File: config.mk
export PLATFORM = sky130hd
export DESIGN_NAME = ssf_top
export DESIGN_NICKNAME = d
export VERILOG_FILES = /design/src/rtl/ssf_pkg.sv /design/src/rtl/ssf_top.sv
export VERILOG_INCLUDE_DIRS = /design/src /design/src/rtl
export SDC_FILE = /design/constraint.sdc
export NUM_CORES = 1
export LEC_CHECK = 0
export BUFFER_PORTS_ARGS = -buffer_cell sky130_fd_sc_hd__buf_2
export CORE_MARGIN = 10
export CORE_UTILIZATION = 52
export DETAILED_ROUTE_END_ITERATION = 12
export GPL_TIMING_DRIVEN = 0
export PLACE_DENSITY = 0.69
export RECOVER_POWER = 100
export SLEW_MARGIN = 40
export SYNTH_ARGS = -nofsm -noshare
export SYNTH_HDL_FRONTEND = slang
export SYNTH_SLANG_ARGS = --single-unit
File: constraint.sdc
create_clock -name CLK_SYS -period 4.2 [get_ports CLK_SYS]
set_input_delay 0 -clock CLK_SYS [delete_from_list [all_inputs] [get_ports CLK_SYS]]
set_output_delay 0 -clock CLK_SYS [all_outputs]
set_load 0.05 [all_outputs]
File: src/rtl/ssf_defines.svh
// register offsets, field positions, reset values and codes of the sample fifo
`ifndef SSF_DEFINES_SVH
`define SSF_DEFINES_SVH
`define SSF_ADDR_FLAGS 8'h00
`define SSF_ADDR_MASK 8'h01
`define SSF_ADDR_WR_IDX 8'h02
`define SSF_ADDR_LOST 8'h03
`define SSF_ADDR_RD_IDX 8'h04
`define SSF_ADDR_DATA 8'h05
`define SSF_ADDR_LAST 8'hFF
`define SSF_BIT_NEARLY_FULL 7
`define SSF_BIT_TEMP_DONE 6
`define SSF_BIT_PULSE 5
`define SSF_BIT_OXY 4
`define SSF_BIT_SUPPLY_OK 0
`define SSF_MASK_BITS 8'hF0
`define SSF_FLAG_BITS 8'hF1
`define SSF_REG_RESET 8'h00
`define SSF_IDX_RESET 4'h0
`define SSF_LOST_MAX 4'hF
`define SSF_LAST_BYTE 2'h3
`define SSF_MODE_OFF 3'h0
`endif

File: src/rtl/ssf_pkg.sv
// types shared by the sample fifo design
package ssf_pkg;
  typedef enum logic [2:0]
  {
    SSF_MODE_PULSE = 3'h2,
    SSF_MODE_OXY = 3'h3
  } ssf_mode_t;
  typedef logic [3:0] ssf_idx_t;
  typedef logic [7:0] ssf_byte_t;
endpackage : ssf_pkg

File: src/rtl/ssf_top.sv
// sample fifo, lost-sample counter, register pointer and interrupt flags
// Function
// - five interrupt sources; any set enabled flag pulls the pin low
// - reading status or data port clears all flags and releases the pin
// - nearly-full flag bit 7 set when write index is read index minus one
// - when full, samples are dropped and lost count increments, saturating
// - lost count returns to zero whenever the read index advances
// - temperature-done flag bit 6 set when a conversion finishes
// - pulse-sample flag bit 5 set per sample, cleared by data port read
// - oxy-sample flag bit 4 set per sample in oxy mode only
// - supply-ok flag bit 0 set when supply rises above lockout
// - supply-ok always drives the pin; other four sources are maskable
// - brownout resets every register but the sample memory, so every enable returns to disabled
// - masked sources still set their status bit but do not drive the pin
// - write index advances per stored sample; host may write it whenever the mode code is not 000
// - read index advances per popped sample; host may rewrite to re-read
// - circular buffer of 16 samples, 4 bytes each
// - data port reads keep the address; read index advances every 4 bytes
// - other reads auto-increment the address, stopping past 0xFF
// - sample words are left-justified with the msb at bit 15
// - in pulse-only mode bytes 3 and 4 of each sample read as zero
// - byte order is IR high, IR low, red high, red low
// - mode code 010 is pulse-only, 011 is oxy; others are idle
// - power-save clears all flags while registers stay accessible
`include "ssf_defines.svh"

module ssf_top
  import ssf_pkg::*;
#(
  parameter int DEPTH = 16,
  parameter int IDX_W = 4
)
(
  input wire logic CLK_SYS,
  input wire logic RESET,
  input wire logic [2:0] MODE,
  input wire logic POWER_SAVE,
  input wire logic [1:0] ADC_RES,
  input wire logic SAMPLE_VALID,
  input wire logic [15:0] SAMPLE_IR,
  input wire logic [15:0] SAMPLE_RED,
  input wire logic TEMP_DONE,
  input wire logic SUPPLY_OK,
  input wire logic ADDR_LOAD,
  input wire logic [7:0] ADDR_IN,
  input wire logic REG_WR,
  input wire logic [7:0] WR_DATA,
  input wire logic REG_RD,
  output logic [7:0] RD_DATA,
  output logic RD_VALID,
  output logic INT_N_O,
  output logic INT_N_OE
);

  // ----------------------------------------------------------------
  // helpers
  // ----------------------------------------------------------------
  // raw words arrive right-justified at the current adc resolution
  function automatic logic [15:0] justify(input logic [15:0] w,
                                          input logic [1:0] res);
    unique case (res)
      2'h0: justify = {w[12:0], 3'h0};
      2'h1: justify = {w[13:0], 2'h0};
      2'h2: justify = {w[14:0], 1'h0};
      2'h3: justify = w;
    endcase
  endfunction : justify

  function automatic logic is_addr(input ssf_byte_t ptr, input logic over,
                                   input ssf_byte_t want);
    is_addr = !over && (ptr == want);
  endfunction : is_addr

  // ----------------------------------------------------------------
  // register pointer
  // ----------------------------------------------------------------
  ssf_byte_t reg_ptr;
  logic ptr_over;
  logic [7:0] irq_flags;
  logic [7:0] irq_mask;
  ssf_idx_t sample_write_index;
  ssf_idx_t lost_sample_count;
  ssf_idx_t sample_read_index;
  logic [1:0] byte_sel;
  logic buf_full;
  logic [31:0] sample_mem [DEPTH];

  wire logic active_mode = (MODE == SSF_MODE_PULSE)
                           || (MODE == SSF_MODE_OXY);
  wire logic acc = REG_WR || REG_RD;
  wire logic rd_data = REG_RD && is_addr(reg_ptr, ptr_over, `SSF_ADDR_DATA);
  wire logic rd_flags = REG_RD && is_addr(reg_ptr, ptr_over, `SSF_ADDR_FLAGS);
  wire logic wr_mask = REG_WR && is_addr(reg_ptr, ptr_over, `SSF_ADDR_MASK);
  wire logic wr_wi = REG_WR && is_addr(reg_ptr, ptr_over, `SSF_ADDR_WR_IDX)
                     && (MODE != `SSF_MODE_OFF);
  wire logic wr_lost = REG_WR && is_addr(reg_ptr, ptr_over, `SSF_ADDR_LOST);
  wire logic wr_ri = REG_WR && is_addr(reg_ptr, ptr_over, `SSF_ADDR_RD_IDX);
  wire logic sample_in = SAMPLE_VALID && active_mode;
  wire logic store = sample_in && !buf_full;
  wire logic pop = rd_data && (byte_sel == `SSF_LAST_BYTE);
  wire ssf_idx_t wi_next = sample_write_index + ssf_idx_t'(1);
  wire ssf_idx_t wi_next2 = sample_write_index + ssf_idx_t'(2);

  always_ff @(posedge CLK_SYS)
  begin
    if (RESET)
    begin
      reg_ptr <= `SSF_REG_RESET;
      ptr_over <= 1'b0;
    end
    else if (ADDR_LOAD)
    begin
      reg_ptr <= ADDR_IN;
      ptr_over <= 1'b0;
    end
    else if (acc && reg_ptr != `SSF_ADDR_DATA)
    begin
      // no wrap past the top: further bytes are meaningless
      if (reg_ptr == `SSF_ADDR_LAST)
        ptr_over <= 1'b1;
      else
        reg_ptr <= reg_ptr + 8'h01;
    end
  end

  // ----------------------------------------------------------------
  // sample storage and indices
  // ----------------------------------------------------------------
  always_ff @(posedge CLK_SYS)
  begin
    if (store)
      sample_mem[sample_write_index] <= {justify(SAMPLE_IR, ADC_RES),
        justify(SAMPLE_RED, ADC_RES)};
  end

  always_ff @(posedge CLK_SYS)
  begin
    if (RESET)
      sample_write_index <= `SSF_IDX_RESET;
    else if (wr_wi)
      sample_write_index <= WR_DATA[3:0];
    else if (store)
      sample_write_index <= wi_next;
  end

  always_ff @(posedge CLK_SYS)
  begin
    if (RESET)
      sample_read_index <= `SSF_IDX_RESET;
    else if (wr_ri)
      sample_read_index <= WR_DATA[3:0];
    else if (pop)
      sample_read_index <= sample_read_index + ssf_idx_t'(1);
  end

  // a rewritten read index restarts at the first byte of a sample
  always_ff @(posedge CLK_SYS)
  begin
    if (RESET || wr_ri)
      byte_sel <= 2'h0;
    else if (rd_data)
      byte_sel <= byte_sel + 2'h1;
  end

  // equal indices are ambiguous, so fullness is remembered explicitly
  always_ff @(posedge CLK_SYS)
  begin
    if (RESET || wr_wi || wr_ri)
      buf_full <= 1'b0;
    else if (store && !pop && wi_next == sample_read_index)
      buf_full <= 1'b1;
    else if (pop && !store)
      buf_full <= 1'b0;
  end

  always_ff @(posedge CLK_SYS)
  begin
    if (RESET)
      lost_sample_count <= `SSF_IDX_RESET;
    else if (wr_lost)
      lost_sample_count <= WR_DATA[3:0];
    else if (pop)
      lost_sample_count <= `SSF_IDX_RESET;
    else if (sample_in && buf_full && lost_sample_count != `SSF_LOST_MAX)
      lost_sample_count <= lost_sample_count + ssf_idx_t'(1);
  end

  // ----------------------------------------------------------------
  // interrupt flags and mask
  // ----------------------------------------------------------------
  logic [7:0] flag_set;
  always_comb
  begin
    flag_set = 8'h00;
    flag_set[`SSF_BIT_NEARLY_FULL] = store
      && wi_next2 == sample_read_index;
    flag_set[`SSF_BIT_TEMP_DONE] = TEMP_DONE;
    flag_set[`SSF_BIT_PULSE] = sample_in;
    flag_set[`SSF_BIT_OXY] = sample_in && MODE == SSF_MODE_OXY;
    flag_set[`SSF_BIT_SUPPLY_OK] = SUPPLY_OK;
  end

  // a new event in the clearing cycle survives the clear
  always_ff @(posedge CLK_SYS)
  begin
    if (RESET || POWER_SAVE)
      irq_flags <= `SSF_REG_RESET;
    else if (rd_flags || rd_data)
      irq_flags <= flag_set;
    else
      irq_flags <= irq_flags | flag_set;
  end

  always_ff @(posedge CLK_SYS)
  begin
    if (RESET)
      irq_mask <= `SSF_REG_RESET;
    else if (wr_mask)
      irq_mask <= WR_DATA & `SSF_MASK_BITS;
  end

  wire logic irq_active = |(irq_flags & irq_mask)
                          || irq_flags[`SSF_BIT_SUPPLY_OK];
  assign INT_N_O = 1'b0;
  assign INT_N_OE = irq_active;

  // ----------------------------------------------------------------
  // read data
  // ----------------------------------------------------------------
  logic [31:0] cur_sample;
  ssf_byte_t read_mux;
  always_comb
  begin
    cur_sample = sample_mem[sample_read_index];
    unique case (byte_sel)
      2'h0: read_mux = cur_sample[31:24];
      2'h1: read_mux = cur_sample[23:16];
      2'h2: read_mux = (MODE == SSF_MODE_PULSE) ? 8'h00 : cur_sample[15:8];
      2'h3: read_mux = (MODE == SSF_MODE_PULSE) ? 8'h00 : cur_sample[7:0];
    endcase
    if (ptr_over)
      read_mux = 8'h00;
    else if (reg_ptr == `SSF_ADDR_FLAGS)
      read_mux = irq_flags;
    else if (reg_ptr == `SSF_ADDR_MASK)
      read_mux = irq_mask;
    else if (reg_ptr == `SSF_ADDR_WR_IDX)
      read_mux = {4'h0, sample_write_index};
    else if (reg_ptr == `SSF_ADDR_LOST)
      read_mux = {4'h0, lost_sample_count};
    else if (reg_ptr == `SSF_ADDR_RD_IDX)
      read_mux = {4'h0, sample_read_index};
    else if (reg_ptr != `SSF_ADDR_DATA)
      read_mux = 8'h00;
  end

  always_ff @(posedge CLK_SYS)
  begin
    if (RESET)
    begin
      RD_DATA <= `SSF_REG_RESET;
      RD_VALID <= 1'b0;
    end
    else
    begin
      RD_VALID <= REG_RD;
      if (REG_RD)
        RD_DATA <= read_mux;
    end
  end
endmodule : ssf_top

==> impl_metrics.tcl <==
set metrics [dict create \
    clock.fmax_mhz 256 \
    cts_inserted_buffers 54 \
    io_buffer_count 67 \
    tritoncts "built" \
    clk-insertion-delay-late_ns 0.63 \
    ant_nets 0 \
    power.static_leakage_nw 8.52 \
    preCtsSetupSlack_ns 0.673 \
    timing.final.setup_violations 0 \
    post_cts_setup_repair_bufs 0 \
    postRouteWirelength_um 61600 \
    cts-root-buf "clkbuf_16" \
    post_cts_resize_count 0 \
    whs_ns 0.0150 \
    failed_checks "max-capacitance violations, max-slew violations" \
    average_size_of_a_mapped_cell_um2 16.5 \
    globalplace.congestion 0.822 \
    track_usage 0.231 \
    finalCriticalPeriod_ns 3.90 \
    critPathKind "reg2reg" \
    synth_top_area_cell "edfxtp_1" \
    antenna_found_initial 1 \
    nets 1687 \
    worst_margin_slew_ns 1.71 \
    critPathRequiredTime_ns 4.44 \
    drv.max_cap_violation_count 3 \
    detail_route.wl_per_cell_um 27.4 \
    setup_repair_after_global_routing_missed_its_margin "no" \
    timing.slew.headroom -0.169 \
    cts.hold.buffers_added 34 \
    power_density_mw_per_mm2 453 \
    clk_pin_slew_ns 0.06 \
    finalMaxSlewViolations 51 \
    cts_sinks 558 \
    gr-total-overflow 0 \
    synthTopCellsByCount "edfxtp_1 (512), mux2i_1 (200), nand2_1 (77)" \
    proportion_of_layout_cells_with_a_drive_suffix_above_1 0.149 \
    multi_input_comb_area_mm2 0.00638 \
    count_of_cells_along_the_worst_hold_path 5 \
    dp_hpwl_um 41700 \
    detailroute.via_count 13900 \
    synth_seq_cells 558 \
    worst_setup_path_end_kind "flop" \
    syn-cell-area_mm2 0.0231 \
    synthesis.yosys.warnings 0 \
    min_path_type "in2reg" \
    timing.reg2reg.worst_path_depth 5 \
    drtPass1Iterations 6 \
    synthCells 1396 \
    status "complete, but fails checks" \
    regArea_mm2 0.0163 \
    ys_async_sr_fraction 0 \
    synthTopCellsByArea "edfxtp_1 (67%), mux2i_1 (8.7%), mux4_2 (6.0%), dfxtp_1 (4.0%), a22oi_1 (2.0%)" \
    detail_route.vias_per_cell 6.19 \
    timing.critical_path.arrival_ns 4.14 \
    fin_util 0.605 \
    core_mm2 0.0440 \
    grt_max_degree 17 \
    dieWidth_um 231 \
    count_of_cell_types_in_the_netlist 57 \
    first_global_vias 13800 \
    cts_max_path_buffers 3 \
    main_flop_type_after_synthesis "edfxtp_1" \
    floorplan.io_pins 73 \
    final_worst_path_cycle_share 0.928 \
    hold_violations 0 \
    die-height_um 231 \
    area_delta_synth_final_pct 15.4 \
    fp.dieArea_mm2 0.0532 \
    worstPathMaxFanout 13 \
    count_of_flip_flops_with_a_built_in_enable_after_synthesis 512 \
    synth.net_count 1473 \
    synth_top_cell_area_share 0.666 \
    drtIter0Drc 1660 \
    max_rail_drop_vdd_uv 317 \
    fin_ws_ns 0.300 \
    floorplan.initialDensity 0.524 \
    synth_seq_area_share 0.706 \
    synthMostInstantiatedCell "edfxtp_1" \
    remaining_drc_errors 0 \
    grt_first_pass_wirelength_um 91000 \
    placementRows 77 \
    n_antenna_cell 0 \
    fin_skew_ns 0.0203 \
    critical_path.startpoint_type "flop" \
    htree_levels 2 \
    fill_cells 3250 \
]
-- layout by cell type (no fill, tap or decap), drive strengths merged, types with 6 or more instances in the layout --
cell and instances:
a211oi 12, o2111ai 7, mux4 62, o22ai 12, mux2 11, dlygate4sd3 34, dfxtp 46, nand3 23
nand2b 8, buf 91, a21oi 33, nand2 77, nand4 20, bufinv 13, ha 15, clkinv 18
clkbuf 178, nor2b 21, mux2i 200, and3 10, nor3 18, xor2 6, o21ai 31, edfxtp 512
a22oi 60, inv 14, xnor2 19, nor2 53
-- registers in the layout (all words and copies together) (netlist names), named ones only --
signal,cells
RD_DATA,8
RD_VALID,1
buf_full,1
byte_sel,2
irq_flags,5
irq_mask,4
lost_sample_count,4
ptr_over,1
reg_ptr,8
sample_mem,512
sample_read_index,4
sample_write_index,4
-- metrics by stage --
stage	cell area [µm²]	power [mW]	std cells	TNS, ns
6_report	26600	12.1	2245	0
5_1_grt	26600	12.4	2245	0
4_1_cts	27400	12.1	2245	0
3_5_place_dp	25200	6.88	2112	0
3_3_place_gp	24200	6.84	2055	-452.45
2_1_floorplan	23100	6.64	1396	0
-- critical path, stage by stage, from the launching register on --
cell and delay (ns):
dfxtp_1 0.33, nor2_1 0.42, nand2_1 0.25, nor2_1 0.78
clkbuf_1 0.84, dlymetal6s2s_1 0.89
-- layout make-up --
| cell class | instances | area share |
|---|---|---|
| sequential | 558 | 0.612 |
| multi-input combinational | 745 | 0.239 |
| clock buffer | 67 | 0.0537 |
| timing repair buffer | 158 | 0.0333 |
| tap | 592 | 0.0278 |
| clock inverter | 32 | 0.0190 |
| buffer | 79 | 0.0130 |
| inverter | 14 | 0.00197 |
-- worst paths after layout --
check / from / end / slack [ns]
hold reg to reg: RD_DATA[2] / RD_DATA[2] / 0.53
hold / removal: REG_WR / ptr_over / 0.02
setup reg to reg: buf_full / sample_mem[15][5] / 0.30
setup / recovery: buf_full / sample_mem[15][5] / 0.30
-- power breakdown --
group          switching (mW)  total (mW)  internal (mW)  leakage (nW)
clock network            2.08        5.30           3.22         0.942
registers              0.0190        6.18           6.16          5.00
logic                   0.398       0.592          0.194          2.59
total                    2.50        12.1           9.57          8.52
-- routing by layer --
layer,global-route usage,vias up,routed length [µm]
li1,-,5949,-
met1,0.318,7041,25100
met2,0.364,781,28400
met3,0.0438,127,6110
met4,0.0783,0,1980
met5,0,-,0
-- logic make-up after synthesis --
kind of cell               after synthesis  share of synthesized area
adders and majority gates               15                    0.00813
other                                    1                   0.000162
AOI/OAI and AO/OA                      181                     0.0524
buffers and inverters                   93                     0.0173
xor gates and xnor gates                25                    0.00949
DFF                                    558                      0.706
muxes                                  273                      0.153
and+or+nand+nor                        250                     0.0540
Power figures use the tool's default switching activity.
